File: src/logic/otg_event_cfg.svh
// constants for the otg event flag register: offsets, fields, resets, timing
// Notes on behaviour
// - each event flag stays set until software writes a one to it
// - the on-the-go timer time-out sets the flag in bit 10
// - se0 held for more than 2 ms sets the flag in bit 9
// - a recognised session request from the far device sets bit 8
// - control bit 9 chooses vbus pulsing or data-line pulsing detection
// - a j to k change while suspended sets the resume flag, bit 7
// - entering suspend, bus idle over 3 ms, sets the flag in bit 6
// - bits 5 to 0 set whenever the matching status bit changes
`ifndef OTG_EVENT_CFG_SVH
`define OTG_EVENT_CFG_SVH

// ----------------------------------------------------------------
// register offsets (byte addresses)
// ----------------------------------------------------------------
`define EVT_FLAGS_OFS 12'h000
`define CONTROL_OFS 12'h004
`define STATUS_OFS 12'h008

// ----------------------------------------------------------------
// field positions
// ----------------------------------------------------------------
`define TIMER_EXPIRED_BIT 10
`define LONG_SE0_BIT 9
`define SESSION_REQ_BIT 8
`define RESUME_BIT 7
`define SUSPEND_BIT 6
`define METHOD_SELECT_BIT 9
`define STATUS_SE0_BIT 9
`define EVT_USED_MASK 16'h07ff

// ----------------------------------------------------------------
// reset values
// ----------------------------------------------------------------
`define EVT_FLAGS_RESET 16'h0000
`define METHOD_SELECT_RESET 1'b0
`define STATUS_RESET 6'h05

// ----------------------------------------------------------------
// timing
// ----------------------------------------------------------------
`define CLK_MHZ 25
`define LONG_SE0_US 2000
`define SUSPEND_IDLE_US 3000
`define LONG_SE0_CYCLES (`LONG_SE0_US * `CLK_MHZ)
`define SUSPEND_IDLE_CYCLES (`SUSPEND_IDLE_US * `CLK_MHZ)
`define TIMER_W 20

`endif

File: src/logic/otg_event_pkg.sv
// types shared by the otg event flag logic
package otg_event_pkg;

    // ----------------------------------------------------------------
    // bus line state as seen from the transceiver
    // ----------------------------------------------------------------
    typedef enum logic [1:0] {
        LINE_SE0 = 2'b00,
        LINE_J = 2'b01,
        LINE_K = 2'b10,
        LINE_SE1 = 2'b11
    } line_state_type;

    // ----------------------------------------------------------------
    // status levels whose changes raise flags 5..0
    // ----------------------------------------------------------------
    typedef struct packed {
        logic remote_pullup;
        logic b_session_valid;
        logic a_session_valid;
        logic b_session_end;
        logic a_vbus_valid;
        logic id_level;
    } otg_status_type;

    // ----------------------------------------------------------------
    // event flag register layout
    // ----------------------------------------------------------------
    typedef struct packed {
        logic [4:0] reserved;
        logic timer_expired_flag;
        logic long_se0_flag;
        logic session_request_seen_flag;
        logic resume_seen_flag;
        logic suspend_entered_flag;
        logic remote_pullup_change_flag;
        logic b_session_valid_change_flag;
        logic a_session_valid_change_flag;
        logic b_session_end_change_flag;
        logic a_vbus_valid_change_flag;
        logic id_level_change_flag;
    } otg_event_flags_type;

endpackage

File: src/logic/duration_timer.sv
// counts how long a condition has held and flags it once past a limit
`timescale 1ns/1ns
module duration_timer #(
    parameter int unsigned LIMIT = 50000,
    parameter int unsigned W = 20
) (
    input wire logic pclk,
    input wire logic presetn,
    input wire logic active,
    output logic expired
);

    localparam logic [W-1:0] TOP = W'(LIMIT + 1);

    logic [W-1:0] count_q;
    logic [W-1:0] count_d;
    logic expired_q;
    logic expired_d;

    // saturate one past the limit so a long condition never wraps back to zero
    always_comb begin
        if (!active) begin
            count_d = '0;
        end else if (count_q == TOP) begin
            count_d = count_q;
        end else begin
            count_d = count_q + W'(1);
        end
        expired_d = (count_d == TOP);
    end

    always_ff @(posedge pclk or negedge presetn) begin
        if (!presetn) begin
            count_q <= '0;
            expired_q <= 1'b0;
        end else begin
            count_q <= count_d;
            expired_q <= expired_d;
        end
    end

    assign expired = expired_q;

endmodule

File: src/logic/otg_event_flag_register.sv
// otg event flag register with apb slave, line-state detectors and status change flags
`timescale 1ns/1ns
`include "otg_event_cfg.svh"
module otg_event_flag_register
    import otg_event_pkg::*;
#(
    parameter int unsigned LONG_SE0_CYCLES = `LONG_SE0_CYCLES,
    parameter int unsigned SUSPEND_IDLE_CYCLES = `SUSPEND_IDLE_CYCLES
) (
    input wire logic pclk,
    input wire logic presetn,
    input wire logic psel,
    input wire logic penable,
    input wire logic pwrite,
    input wire logic [11:0] paddr,
    input wire logic [31:0] pwdata,
    input wire logic [3:0] pstrb,
    output logic [31:0] prdata,
    output logic pready,
    output logic pslverr,
    input wire logic [1:0] line_state,
    input wire otg_status_type status_in,
    input wire logic timer_timeout,
    output logic [15:0] otg_event_flags,
    output logic request_method_select,
    output logic suspended
);

    // ----------------------------------------------------------------
    // apb handshake
    // ----------------------------------------------------------------
    // one wait state: pready comes from a flop, so it can only rise the
    // cycle after penable is first seen
    logic pready_q;
    logic pready_d;
    logic pslverr_q;
    logic pslverr_d;
    logic [31:0] prdata_q;
    logic [31:0] prdata_d;
    logic access_done;
    logic hit_flags;
    logic hit_control;
    logic hit_status;
    logic hit_any;

    // exact word decode: anything else on the bus answers with an error
    always_comb begin
        hit_flags = 1'b0;
        hit_control = 1'b0;
        hit_status = 1'b0;
        case (paddr)
            `EVT_FLAGS_OFS: begin
                hit_flags = 1'b1;
            end
            `CONTROL_OFS: begin
                hit_control = 1'b1;
            end
            `STATUS_OFS: begin
                hit_status = 1'b1;
            end
            default: begin
                hit_flags = 1'b0;
            end
        endcase
        hit_any = hit_flags | hit_control | hit_status;
    end
    // writes land only at the edge where the master sees pready high
    assign access_done = psel & penable & pready_q;

    // ----------------------------------------------------------------
    // line state tracking
    // ----------------------------------------------------------------
    line_state_type line_q;
    line_state_type line_d;
    line_state_type line_now;
    logic se0_long;
    logic se0_long_q;
    logic idle_long;
    logic idle_long_q;
    logic line_is_se0;
    logic line_is_j;

    assign line_now = line_state_type'(line_state);
    assign line_is_se0 = (line_now == LINE_SE0);
    assign line_is_j = (line_now == LINE_J);

    always_comb begin
        line_d = line_now;
    end

    always_ff @(posedge pclk or negedge presetn) begin
        if (!presetn) begin
            line_q <= LINE_J;
            se0_long_q <= 1'b0;
            idle_long_q <= 1'b0;
        end else begin
            line_q <= line_d;
            se0_long_q <= se0_long;
            idle_long_q <= idle_long;
        end
    end

    duration_timer #(
        .LIMIT(LONG_SE0_CYCLES),
        .W(`TIMER_W)
    ) u_se0_timer (
        .pclk(pclk),
        .presetn(presetn),
        .active(line_is_se0),
        .expired(se0_long)
    );

    // idle on a full-speed bus is the j state
    duration_timer #(
        .LIMIT(SUSPEND_IDLE_CYCLES),
        .W(`TIMER_W)
    ) u_idle_timer (
        .pclk(pclk),
        .presetn(presetn),
        .active(line_is_j),
        .expired(idle_long)
    );

    // ----------------------------------------------------------------
    // status change tracking
    // ----------------------------------------------------------------
    otg_status_type status_q;
    otg_status_type status_d;
    logic [5:0] status_change;

    always_comb begin
        status_d = status_in;
    end

    always_ff @(posedge pclk or negedge presetn) begin
        if (!presetn) begin
            status_q <= otg_status_type'(`STATUS_RESET);
        end else begin
            status_q <= status_d;
        end
    end

    genvar gi;
    generate
        for (gi = 0; gi < 6; gi++) begin : g_change
            assign status_change[gi] = status_in[gi] ^ status_q[gi];
        end
    endgenerate

    // ----------------------------------------------------------------
    // event sources
    // ----------------------------------------------------------------
    logic method_q;
    logic method_d;
    logic vbus_pulse_seen;
    logic line_pulse_seen;
    logic session_request;
    logic resume_event;
    logic suspend_event;
    logic long_se0_event;
    logic [15:0] set_vec;

    // vbus pulsing shows as a session-valid rise; data-line pulsing as the
    // far device pulling the bus from se0 to j
    assign vbus_pulse_seen = status_in.a_session_valid & ~status_q.a_session_valid;
    assign line_pulse_seen = (line_q == LINE_SE0) & line_is_j;
    assign session_request = method_q ? vbus_pulse_seen : line_pulse_seen;
    // idle_long still reads high in the cycle the bus first shows k
    assign resume_event = idle_long & (line_q == LINE_J) & (line_now == LINE_K);
    assign suspend_event = idle_long & ~idle_long_q;
    assign long_se0_event = se0_long & ~se0_long_q;

    always_comb begin
        set_vec = 16'h0000;
        set_vec[`TIMER_EXPIRED_BIT] = timer_timeout;
        set_vec[`LONG_SE0_BIT] = long_se0_event;
        set_vec[`SESSION_REQ_BIT] = session_request;
        set_vec[`RESUME_BIT] = resume_event;
        set_vec[`SUSPEND_BIT] = suspend_event;
        set_vec[5:0] = status_change;
    end

    // ----------------------------------------------------------------
    // event flag register
    // ----------------------------------------------------------------
    logic [15:0] flags_q;
    logic [15:0] flags_d;
    logic [15:0] clear_vec;
    logic [15:0] lane_mask;

    assign lane_mask = {{8{pstrb[1]}}, {8{pstrb[0]}}};

    always_comb begin
        clear_vec = 16'h0000;
        if (access_done && pwrite && hit_flags) begin
            clear_vec = pwdata[15:0] & lane_mask;
        end
        // set beats clear, reserved bits never hold a one
        flags_d = ((flags_q & ~clear_vec) | set_vec) & `EVT_USED_MASK;
    end

    always_ff @(posedge pclk or negedge presetn) begin
        if (!presetn) begin
            flags_q <= `EVT_FLAGS_RESET;
        end else begin
            flags_q <= flags_d;
        end
    end

    // ----------------------------------------------------------------
    // control register
    // ----------------------------------------------------------------
    always_comb begin
        method_d = method_q;
        if (access_done && pwrite && hit_control && pstrb[1]) begin
            method_d = pwdata[`METHOD_SELECT_BIT];
        end
    end

    always_ff @(posedge pclk or negedge presetn) begin
        if (!presetn) begin
            method_q <= `METHOD_SELECT_RESET;
        end else begin
            method_q <= method_d;
        end
    end

    // ----------------------------------------------------------------
    // read data selection
    // ----------------------------------------------------------------
    // each register's word is built on its own so unused bits are plainly zero
    logic [31:0] flags_word;
    logic [31:0] control_word;
    logic [31:0] status_word;
    logic [31:0] read_word;

    always_comb begin
        flags_word = 32'h0000_0000;
        flags_word[15:0] = flags_q;
    end

    always_comb begin
        control_word = 32'h0000_0000;
        control_word[`METHOD_SELECT_BIT] = method_q;
    end

    always_comb begin
        status_word = 32'h0000_0000;
        status_word[`STATUS_SE0_BIT] = se0_long;
        status_word[5:0] = status_q;
    end

    always_comb begin
        read_word = 32'h0000_0000;
        if (hit_flags) begin
            read_word = flags_word;
        end else if (hit_control) begin
            read_word = control_word;
        end else if (hit_status) begin
            read_word = status_word;
        end
    end

    // ----------------------------------------------------------------
    // handshake registers
    // ----------------------------------------------------------------
    logic first_access;

    // data and error are captured in the first access cycle only; the word
    // then stands still in prdata_q while pready is high
    assign first_access = psel & penable & ~pready_q;

    always_comb begin
        pready_d = first_access;
        pslverr_d = 1'b0;
        prdata_d = 32'h0000_0000;
        if (first_access) begin
            pslverr_d = ~hit_any;
            if (!pwrite) begin
                prdata_d = read_word;
            end
        end
    end

    always_ff @(posedge pclk or negedge presetn) begin
        if (!presetn) begin
            pready_q <= 1'b0;
            pslverr_q <= 1'b0;
            prdata_q <= 32'h0000_0000;
        end else begin
            pready_q <= pready_d;
            pslverr_q <= pslverr_d;
            prdata_q <= prdata_d;
        end
    end

    // ----------------------------------------------------------------
    // outputs
    // ----------------------------------------------------------------
    assign prdata = prdata_q;
    assign pready = pready_q;
    assign pslverr = pslverr_q;
    assign otg_event_flags = flags_q;
    assign request_method_select = method_q;
    assign suspended = idle_long;

endmodule

File: config.mk
export PLATFORM = sky130hd
export DESIGN_NAME = otg_event_flag_register
export DESIGN_NICKNAME = d
export VERILOG_FILES = /design/src/logic/otg_event_pkg.sv /design/src/logic/duration_timer.sv /design/src/logic/otg_event_flag_register.sv
export VERILOG_INCLUDE_DIRS = /design/src /design/src/logic
export SDC_FILE = /design/constraint.sdc
export NUM_CORES = 1
export LEC_CHECK = 0
export ABC_CLOCK_PERIOD_IN_PS = 2900
export BUFFER_PORTS_ARGS = -buffer_cell sky130_fd_sc_hd__buf_2
export CORE_UTILIZATION = 40
export CTS_CLUSTER_SIZE = 40
export DETAILED_ROUTE_END_ITERATION = 16
export PLACE_DENSITY = 0.7
export SLEW_MARGIN = 20
export SYNTH_ARGS = -nofsm -noshare
export SYNTH_HDL_FRONTEND = slang
export SYNTH_SLANG_ARGS = --single-unit
File: constraint.sdc
create_clock -name pclk -period 2.9 [get_ports pclk]
set_clock_uncertainty 0.2 [all_clocks]
set_input_delay 0.435 -clock pclk [delete_from_list [all_inputs] [get_ports pclk]]
set_output_delay 0.435 -clock pclk [all_outputs]
set_load 0.02 [all_outputs]
# Word level (Yosys, flattened, before mapping)
# Cells that the tools add are included.
[word_totals]
register_bits = 98
input_bits = 62
elab_cells = 77
[classes]
addsub = 2
eq_ne = 9
n_mux = 15
bitwise_logic = 26
n_reduce_logical = 7
[op_table]
columns = ["op", "count"]
rows = [
  ["$mux W20", 4],
  ["$mux W32", 2],
  ["$add A20 B1 Y20 const B", 2],
  ["$eq A20 B16 Y1 const B", 2],
  ["$eq A20 B17 Y1 const B", 2],
  ["$and A11 B11 Y11", 2],
  ["$mux W11", 2],
  ["$mux W10", 2],
  ["$eq A12 B3 Y1 const B", 1],
  ["$eq A12 B4 Y1 const B", 1],
  ["$logic_not A12 Y1", 1],
  ["$not A11 Y11", 1],
  ["$or A11 B11 Y11", 1],
  ["$and A1 B1 Y1", 9],
  ["$xor A1 B1 Y1", 6],
  ["$mux W1", 5],
  ["$not A1 Y1", 5],
  ["$eq A2 B1 Y1 const B", 2],
  ["$logic_and A1 B1 Y1", 4],
  ["$logic_not A2 Y1", 2],
  ["$eq A2 B2 Y1 const B", 1],
  ["$or A1 B1 Y1", 2],
]

# Depth between registers and ports, before layout
# Gate-level depths: netlist of run 1.
[depth]
ltp_word = 8
mapped_depth = 9

# Cells and area by module
# A second synthesis of run 1 with hierarchy kept.
[unflattened]
cells_unflattened = 444
area_unflattened_um2 = 4189.0
[by_module_without_submodules]
columns = ["module", "n_inst", "cells_per_inst", "area_each_um2", "seq_area_each_um2"]
rows = [
  ["otg_event_flag_register", 1, 155, 1631.6, 879.6],
  ["duration_timer (u_se0_timer)", 1, 148, 1291.2, 525.5],
  ["duration_timer (u_idle_timer)", 1, 141, 1266.2, 525.5],
]

# Worst setup path after synthesis of run 1
# Ideal clock, no wire load.
[synth_timing]
path_kind = "reg-to-reg"
from = "reg u_se0_timer.count_q[0]"
to = "reg u_se0_timer.expired_q (netlist: u_se0_timer.expired)"
arrival_time_ns = 2.115
slack_ns = 0.489
stages_incl_launch_ff = 8
cell_sequence = "dfrtp_1 > ha_1 > nand2_2 > nor4_4 > nand2_1 > xor2_1 > or4b_1 > nor4_2"
[synth_via]
elab_chain_cells = 4
[synth_lines]
columns = ["element", "line", "text"]
rows = [
  ["from (decl)", "duration_timer.sv:15", "logic [W-1:0] count_q;"],
  ["from (signal assigned)", "duration_timer.sv:37", "count_q <= count_d;"],
  ["$add A20 B1 Y20 / $eq A20 B16 Y1 (equally long branches)", "duration_timer.sv:27, duration_timer.sv:24", ""],
  ["$mux W20 *", "duration_timer.sv:24", "end else if (count_q == TOP) begin"],
  ["$mux W20 *", "duration_timer.sv:22", "if (!active) begin"],
  ["$eq A20 B16 Y1 *", "duration_timer.sv:29", "expired_d = (count_d == TOP);"],
  ["named net u_se0_timer.expired_d", "duration_timer.sv:18", "logic expired_d;"],
  ["to (signal assigned)", "duration_timer.sv:38", "expired_q <= expired_d;"],
  ["to (decl)", "duration_timer.sv:17", "logic expired_q;"],
]
# The timed path passes the listed nets; every way through them passes the cells marked *.
# A chain may end at the register's enable or synchronous reset.

# Final worst setup path of run 1
[layout_timing]
from = "reg u_idle_timer.count_q[0]"
to = "reg u_idle_timer.expired_q (netlist: u_idle_timer.expired)"
[layout_via]
elab_chain_cells = 4
[layout_lines]
columns = ["element", "line"]
rows = [
  ["from (decl)", "duration_timer.sv:15"],
  ["from (signal assigned)", "duration_timer.sv:37"],
  ["$add A20 B1 Y20 / $eq A20 B17 Y1 (equally long branches)", "duration_timer.sv:27, duration_timer.sv:24"],
  ["$mux W20 *", "duration_timer.sv:24"],
  ["$mux W20 *", "duration_timer.sv:22"],
  ["$eq A20 B17 Y1 *", "duration_timer.sv:29"],
  ["named net u_idle_timer.expired_d", "duration_timer.sv:18"],
  ["to (signal assigned)", "duration_timer.sv:38"],
  ["to (decl)", "duration_timer.sv:17"],
]
# Marked as above.

==> flow_summary.toml, run 1 <==
[finish]
design_area_um2 = 4676
fin_util = 0.4762
finalNetCount = 553
areaGrowthSynthToFinish_pct = 14.91
drive_gt1_frac = 0.2061
antennaDiodeCount = 0

[power_and_ir_drop]
p_switching_mw = 0.4904
vdd_drop_max_v = 0.0002628
power_leakage_nw = 2.123
power_density_nw_per_um2 = 435.7
p_comb_frac = 0.070
clock_power_share = 0.392
p_sw_frac = 0.2407
p_int_mw = 1.547
p_seq_frac = 0.537
power_mw = 2.037

[clocking]
clock_latency_ns = 0.36
clock-sinks = 77
cts_setup_buffers = 0
clockBufferDepth = 2
clk_transition_reported_paths_ns = 0.08
cts_root_buf = "clkbuf_8"
numCtsBuffers = 9
htree_levels = 3
cts_resized = 0
hold_buffers = 5
cts_tree = "done"

[logic_synthesis]
synth_top_area_share = 0.4551
synthArstFlopShare = 1.000
yosysMostFrequentCell = "dfrtp_1"
synth_seq_cells = 77
yosys-top-cells-area = "dfrtp_1 (46%), buf_4 (4.8%), nor2_1 (4.5%)"
syn-cell-area_um2 = 4069
synth.avg_cell_area_um2 = 9.828
synth_top_area_cell = "dfrtp_1"
ys_top_cells_by_count = "dfrtp_1 (74), nor2_1 (49), nand2_1 (27)"
ys_types = 60
ys_warn_count = 0
synth_cells = 414
ys_seq_area_frac = 0.4745
synth_ff_type = "dfrtp_1"
synth_edf_count = 0

[setup_path]
r2r_start = "u_idle_timer.count_q[0]"
reg2reg_to = "u_idle_timer.expired"
cp-endpoint = "u_idle_timer.expired"
arrival_ns = 2.67
worstSetupPathType = "register to register"
endpoint_kind = "register"
crit_start = "u_idle_timer.count_q[0]"
reg2reg_depth = 7
required_ns = 2.96
rrSetupSlack_ns = 0.29
startpoint_type = "register"
path_max_fanout = 7

[route]
drt_iter0_drc = 143
ant_nets = 0
wl_per_cell_um = 13.26
drt-total-wl_um = 8262
viasPerCell = 5.022
drcViolationCount = 0
num_vias = 3129
first_pass_iters = 5

[job]
cap_viol_max_count = 0

[grt]
grt_max_degree = 78
track_usage = 0.1638
grt_overflow = 0
grt_pass1_vias = 2930
antenna_found_initial = 0
grt_pass1_wl_um = 13310

[timing]
fmax_mhz = 382.9
maxSlewViolCount = 0
min_period_ns = 2.612
max_slew_margin = 0.3671
hold_violations = 0
period_share = 0.9007
tightest_slew_ns = 0.9494
setup_viol = 0
setup_tns_ns = 0
rsz0062_at_grt = "no"

[placed_design]
dp.final_hpwl_um = 5893
port_buffers = 64
place.gp.congestion = 0.8121
dpl_cell_area_um2 = 4436

[die]
io-pin-count = 114
die_h_um = 102.9
initial_core_util = 0.4144
core_um2 = 9819
die-area_um2 = 10580
row_count = 36
fp.dieW_um = 102.9

[status]
status = "completed"

[worst_hold_path]
hold_path_class = "input port to asynchronous set/reset pin"
-- power groups by stage --
stage / registers [mW] / logic, mW / clock network, mW
final: 1.09 / 0.144 / 0.799
after global routing: 1.10 / 0.163 / 0.867
after CTS: 1.09 / 0.146 / 0.821
after detailed placement: 1.12 / 0.139 / 0
after global placement: 1.11 / 0.137 / 0
after floorplan: 1.12 / 0.0996 / 0
-- critical path, stage by stage (launching register included) --
cell	delay, ns
dfrtp_1	0.47
ha_1	0.21
and3_1	0.30
or4b_1	0.61
nor2b_1	0.25
and3_1	0.18
nor3_1	0.05
nor4b_1	0.23
-- worst min path at each step --
stage                         from                        to  slack (ns)  depth (start not counted)
2_1_floorplan              presetn               idle_long_q       -0.06                          0
3_3_place_gp   u_se0_timer.expired                se0_long_q        0.20                          0
3_5_place_dp   u_se0_timer.expired                se0_long_q        0.21                          0
4_1_cts               status_in[3]               status_q[3]      0.0003                          1
5_1_grt               status_in[3]               status_q[3]       0.005                          1
6_report                   presetn  u_idle_timer.count_q[17]        0.01                          1
-- flip-flops by register name (all words and copies together) (netlist names) --
signal and flops:
u_idle_timer.count_q 20, u_se0_timer.count_q 20, otg_event_flags 11, prdata 11, status_q 6, line_q 2
idle_long_q 1, pready 1, pslverr 1, request_method_select 1, se0_long_q 1, u_idle_timer.expired 1
u_se0_timer.expired 1
-- metrics by stage --
step	hold WS, ns	std cells	worst slack [ns]
after global routing	0.004964	623	0.08224
after floorplan	-0.06059	439	0.4891
after global placement	0.1985	603	0.3538
after detailed placement	0.2069	603	0.3152
after CTS	0.0002861	623	0.2939
final	0.01104	623	0.2880
-- layer usage --
| layer | global-route usage | up-vias | wire length, µm |
|---|---|---|---|
| met1 | 0.2058 | 1493 | 3905 |
| li1 | - | 1525 | - |
| met5 | 0 | - | 0 |
| met3 | 0.02983 | 14 | 430 |
| met2 | 0.2682 | 97 | 3735 |
| met4 | 0.08884 | 0 | 191 |
-- kinds of logic (layout without fill, tap and decap cells) --
logic type      count (synthesis)  in the layout  synth area share
flops                          77             77            0.4745
fa+ha+maj                       5              5           0.01538
mux                            12             12           0.02983
buf+inv                        58            109           0.07995
xor+xnor                       37             37           0.07964
compound gates                 48             48           0.07718
simple gates                  176            176            0.2426
other cells                     1             26         0.0009216
-- cells in the final DEF, fill, tap and decap left out, types with 6 or more instances in the layout --
| cell | count |
|---|---|
| nor3_1 | 9 |
| o21ai_0 | 15 |
| xor2_1 | 17 |
| nand2_1 | 27 |
| mux2i_1 | 11 |
| buf_2 | 63 |
| clkbuf_8 | 10 |
| dfrtp_1 | 74 |
| a21oi_1 | 11 |
| nor4_1 | 7 |
| inv_1 | 21 |
| nor2_1 | 49 |
| or3_1 | 7 |
| and3_1 | 6 |
| nand3_1 | 19 |
| xnor2_1 | 20 |
| conb_1 | 26 |
| nand4_1 | 9 |
-- final cells by class --
cell class	count	area, µm²
multi-input combinational	304	1907
sequential	77	1931
clock inverter	4	48.80
tap	133	166.4
clock buffer	11	141.4
timing repair buffer	73	402.9
inverter	21	78.83
fill	942	5144
(Power assumes the default switching activity.)
==> run 2, diff against run 1 <==
Settings changed: RECOVER_POWER set to 50.
==> flow_summary.toml, run 2 (synthesized netlist as in run 1, its figures left out) <==
[clocking]
hold_buffers = 5
htree_levels = 3
clock-sinks = 77
cts_setup_buffers = 0
clock_latency_ns = 0.36
cts_resized = 0
numCtsBuffers = 9
cts_tree = "done"
cts_root_buf = "clkbuf_8"
clockBufferDepth = 2
clk_transition_reported_paths_ns = 0.08

[timing]
period_share = 0.9004
setup_viol = 0
worst_slack_ns = 0.2889
max_slew_margin = -0.2469
tightest_slew_ns = 1.870
min_period_ns = 2.611
fmax_mhz = 383.0
setup_tns_ns = 0
maxSlewViolCount = 78
rsz0062_at_grt = "no"
hold_violations = 0

[die]
io-pin-count = 114
fp.dieW_um = 102.9
initial_core_util = 0.4144
die_h_um = 102.9
row_count = 36
core_um2 = 9819
die-area_um2 = 10580

[power_and_ir_drop]
p_sw_frac = 0.2410
p_seq_frac = 0.538
vdd_drop_max_v = 0.0002618
p_switching_mw = 0.4905
clock_power_share = 0.393
p_int_mw = 1.544
power_mw = 2.035
p_comb_frac = 0.069
power_leakage_nw = 2.097
power_density_nw_per_um2 = 436.7

[grt]
grt_pass1_wl_um = 13310
grt_pass1_vias = 2930
antenna_found_initial = 0
grt_max_degree = 78
grt_overflow = 0
track_usage = 0.1638

[setup_path]
arrival_ns = 2.67
path_max_fanout = 7
worstPathCellList = "ha_1, and3_1, or4b_1, nor2b_1, and3_1, nor3_1, nor4b_1"
endpoint_kind = "register"
required_ns = 2.96
crit_path_max_incr_delay_ns = 0.61
crit_path_frequent_cell = "and3_1"
worstSetupPathType = "register to register"
startpoint_type = "register"
crit_slowest_cell = "or4b_1"

[status]
violations = "max-capacitance violations, max-slew violations"
status = "finished with violations"

[finish]
final_cell_mix = "dfrtp_1 (74), buf_2 (55), nor2_1 (49)"
antennaDiodeCount = 0
n_fill_cell = 952
finalNetCount = 553
final_common_cell = "dfrtp_1"
areaGrowthSynthToFinish_pct = 14.51
multiInputGateArea_um2 = 1907
drive_gt1_frac = 0.1878
seq_area_um2 = 1931
fin_util = 0.4745
top_regs = "u_idle_timer.count_q (20), u_se0_timer.count_q (20)"
design_area_um2 = 4659

[route]
ant_nets = 0
drt_iter0_drc = 147
wl_per_cell_um = 13.31
num_vias = 3148
first_pass_iters = 4
drt-total-wl_um = 8290
viasPerCell = 5.053
drcViolationCount = 0

[job]
cap_viol_max_count = 1

[placed_design]
place_ws_ns = 0.3152
dp.final_hpwl_um = 5893
dpl_cell_area_um2 = 4436
port_buffers = 64
place.gp.congestion = 0.8121

[worst_hold_path]
hold_path_class = "input port to register"
[run 2: changes by cell type in the layout (fill, tap and decap cells not counted), sizes merged]
cell,before,now
buf,68,58
clkbuf,11,21
[run 2: through the flow]
stage,std cells,hold slack [ns]
2_1_floorplan,439,-0.06059
3_3_place_gp,603,0.1985
6_report,623,0.02828
5_1_grt,623,0.02099
3_5_place_dp,603,0.2069
4_1_cts,623,0.0002861
[run 2: power groups by stage]
stage / clock network [mW] / logic, mW / registers [mW]
2_1_floorplan: 0 / 0.0996 / 1.12
3_3_place_gp: 0 / 0.137 / 1.11
3_5_place_dp: 0 / 0.139 / 1.12
4_1_cts: 0.821 / 0.146 / 1.09
5_1_grt: 0.867 / 0.160 / 1.10
6_report: 0.799 / 0.141 / 1.09
[run 2: worst max-delay path, delay by kind of cell, from the launching register on]
family                     cells  cell delay [ns]
adders and majority gates      1             0.21
DFF                            1             0.47
and+or+nand+nor                6             1.62
[run 2: area by class of cell]
type	count	area share
flip-flops and latches	77	0.4143
multi-input cells	304	0.4092
repair buffers	73	0.08298
well taps	133	0.03571
clock buffers	11	0.03034
inverters	21	0.01692
clock inverters	4	0.01047
[run 2: routing by layer]
layer | vias to the layer above | share of wire | wire length [µm] | track usage
met4 | 0 | 0.024 | 199 | 0.08884
met2 | 100 | 0.45 | 3737 | 0.2682
met3 | 15 | 0.054 | 446 | 0.02983
met1 | 1508 | 0.47 | 3907 | 0.2058
li1 | 1525 | - | - | -
met5 | - | 0 | 0 | 0
[run 2: worst paths after layout]
check	start	endpoint	slack [ns]	cells after the start
max	u_idle_timer.count_q[0]	u_idle_timer.expired	0.29	7
min	status_in[3]	status_q[3]	0.03	1
max reg2reg	u_idle_timer.count_q[0]	u_idle_timer.expired	0.29	7
min reg2reg	idle_long_q	otg_event_flags[6]	0.22	1
max in group asynchronous	presetn	otg_event_flags[4]	1.00	1
min in group asynchronous	presetn	u_idle_timer.count_q[17]	0.38	1
==> run 3, diff against run 2 <==
Settings changed: REMOVE_ABC_BUFFERS set to 1.
==> flow_summary.toml, run 3 (synthesized netlist as in run 1, its figures left out) <==
[clocking]
cts_root_buf = "clkbuf_8"
clock-sinks = 77
clock_latency_ns = 0.34
cts_tree = "done"
numCtsBuffers = 9
clk_transition_reported_paths_ns = 0.08
cts_resized = 0
htree_levels = 3
hold_buffers = 2
clockBufferDepth = 2
cts_setup_buffers = 0

[die]
die_h_um = 102.9
fp.dieW_um = 102.9
io-pin-count = 114
core_um2 = 9819
die-area_um2 = 10580
row_count = 36
initial_core_util = 0.4144

[power_and_ir_drop]
p_comb_frac = 0.069
clock_power_share = 0.386
p_int_mw = 1.523
p_switching_mw = 0.4843
vdd_drop_max_v = 0.0001551
p_sw_frac = 0.2413
p_seq_frac = 0.545
power_density_nw_per_um2 = 434.1
power_leakage_nw = 2.072

[setup_path]
worstSetupPathType = "register to register"
required_ns = 2.94
arrival_ns = 2.66
reg2reg_depth = 7
startpoint_type = "register"
endpoint_kind = "register"
path_max_fanout = 7

[timing]
period_share = 0.9038
maxSlewViolCount = 78
fmax_mhz = 381.5
max_slew_margin = -0.2565
setup_tns_ns = 0
tightest_slew_ns = 1.885
min_period_ns = 2.621
rsz0062_at_grt = "no"
setup_viol = 0
hold_violations = 0
worst_slack_ns = 0.2788

[finish]
drive_gt1_frac = 0.1889
final_common_cell = "dfrtp_1"
multiInputGateArea_um2 = 1907
finalNetCount = 549
final_cell_mix = "dfrtp_1 (74), buf_2 (55), nor2_1 (49)"
antennaDiodeCount = 0
areaGrowthSynthToFinish_pct = 13.62
seq_area_um2 = 1931
n_fill_cell = 952
top_regs = "u_idle_timer.count_q (20), u_se0_timer.count_q (20)"

[worst_hold_path]
hold_path_class = "input port to register"
hold_depth = 1

[grt]
grt_overflow = 0
track_usage = 0.1655
grt_pass1_wl_um = 13500
grt_pass1_vias = 2901
grt_max_degree = 78
antenna_found_initial = 0

[route]
drt-total-wl_um = 8095
num_vias = 3094
ant_nets = 0
drt_iter0_drc = 119
wl_per_cell_um = 13.06
drcViolationCount = 0
viasPerCell = 4.990
first_pass_iters = 4

[placed_design]
place_ws_ns = 0.3129
port_buffers = 64
place.gp.congestion = 0.8062
dp.final_hpwl_um = 5844

[job]
cap_viol_max_count = 1

[status]
status = "finished with violations"
violations = "max-capacitance violations, max-slew violations"
[run 3: cell count changes in the layout (fill, tap and decap cells not counted)]
cell / change
clkinvlp_4: +2
dlygate4sd3_1: -3
buf_4: -1
clkbuf_8: -1
[run 3: layout make-up]
class | instances | area share
clock buffers | 10 | 0.02760
clock inverters | 6 | 0.01380
inverters | 21 | 0.01705
multi-input cells | 304 | 0.4124
flip-flops and latches | 77 | 0.4176
well taps | 133 | 0.03599
repair buffers | 69 | 0.07551
[run 3: layer usage]
metal,share of wire,routed length (µm),global-route usage,vias up
li1,-,-,-,1519
met1,0.46,3720,0.2135,1471
met2,0.47,3845,0.2682,92
met3,0.047,379,0.03322,12
met4,0.019,150,0.07692,0
met5,0,0,0,-
[run 3: critical path: stages, from the launching register on]
cell	delay (ns)
dfrtp_1	0.47
ha_1	0.21
and3_1	0.31
or4b_1	0.60
nor2b_1	0.26
and3_1	0.19
nor3_1	0.04
nor4b_1	0.23
[run 3: path summary, 6_finish.rpt]
check	slack (ns)	end	start
worst max-delay path	0.28	u_idle_timer.expired	u_idle_timer.count_q[0]
worst min register to register	0.21	idle_long_q	u_idle_timer.expired
worst min-delay path	0.03	status_q[3]	status_in[3]
min in group asynchronous	0.38	u_se0_timer.count_q[5]	presetn
max in group asynchronous	0.97	u_se0_timer.count_q[18]	presetn
worst max register to register	0.28	u_idle_timer.expired	u_idle_timer.count_q[0]
[run 3: metrics by stage]
stage / util / total power, mW / instance area (µm²) / hold WS [ns] / cells
3_5_place_dp: 0.4509 / 1.256 / 4428 / 0.1936 / 602
5_1_grt: 0.4708 / 2.107 / 4623 / 0.01422 / 620
6_report: 0.4708 / 2.007 / 4623 / 0.03234 / 620
2_1_floorplan: - / 1.185 / 3916 / -0.06059 / 402
3_3_place_gp: 0.4509 / 1.253 / 4428 / 0.1836 / 602
4_1_cts: 0.4725 / 2.042 / 4639 / 0.001983 / 620
[run 3: power groups by stage]
stage / Clock [mW] / Sequential [mW] / Combinational, mW
after global placement: 0 / 1.11 / 0.138
after detailed placement: 0 / 1.12 / 0.140
after CTS: 0.805 / 1.09 / 0.143
final: 0.774 / 1.09 / 0.138
after global routing: 0.853 / 1.10 / 0.158
after floorplan: 0 / 1.12 / 0.0688
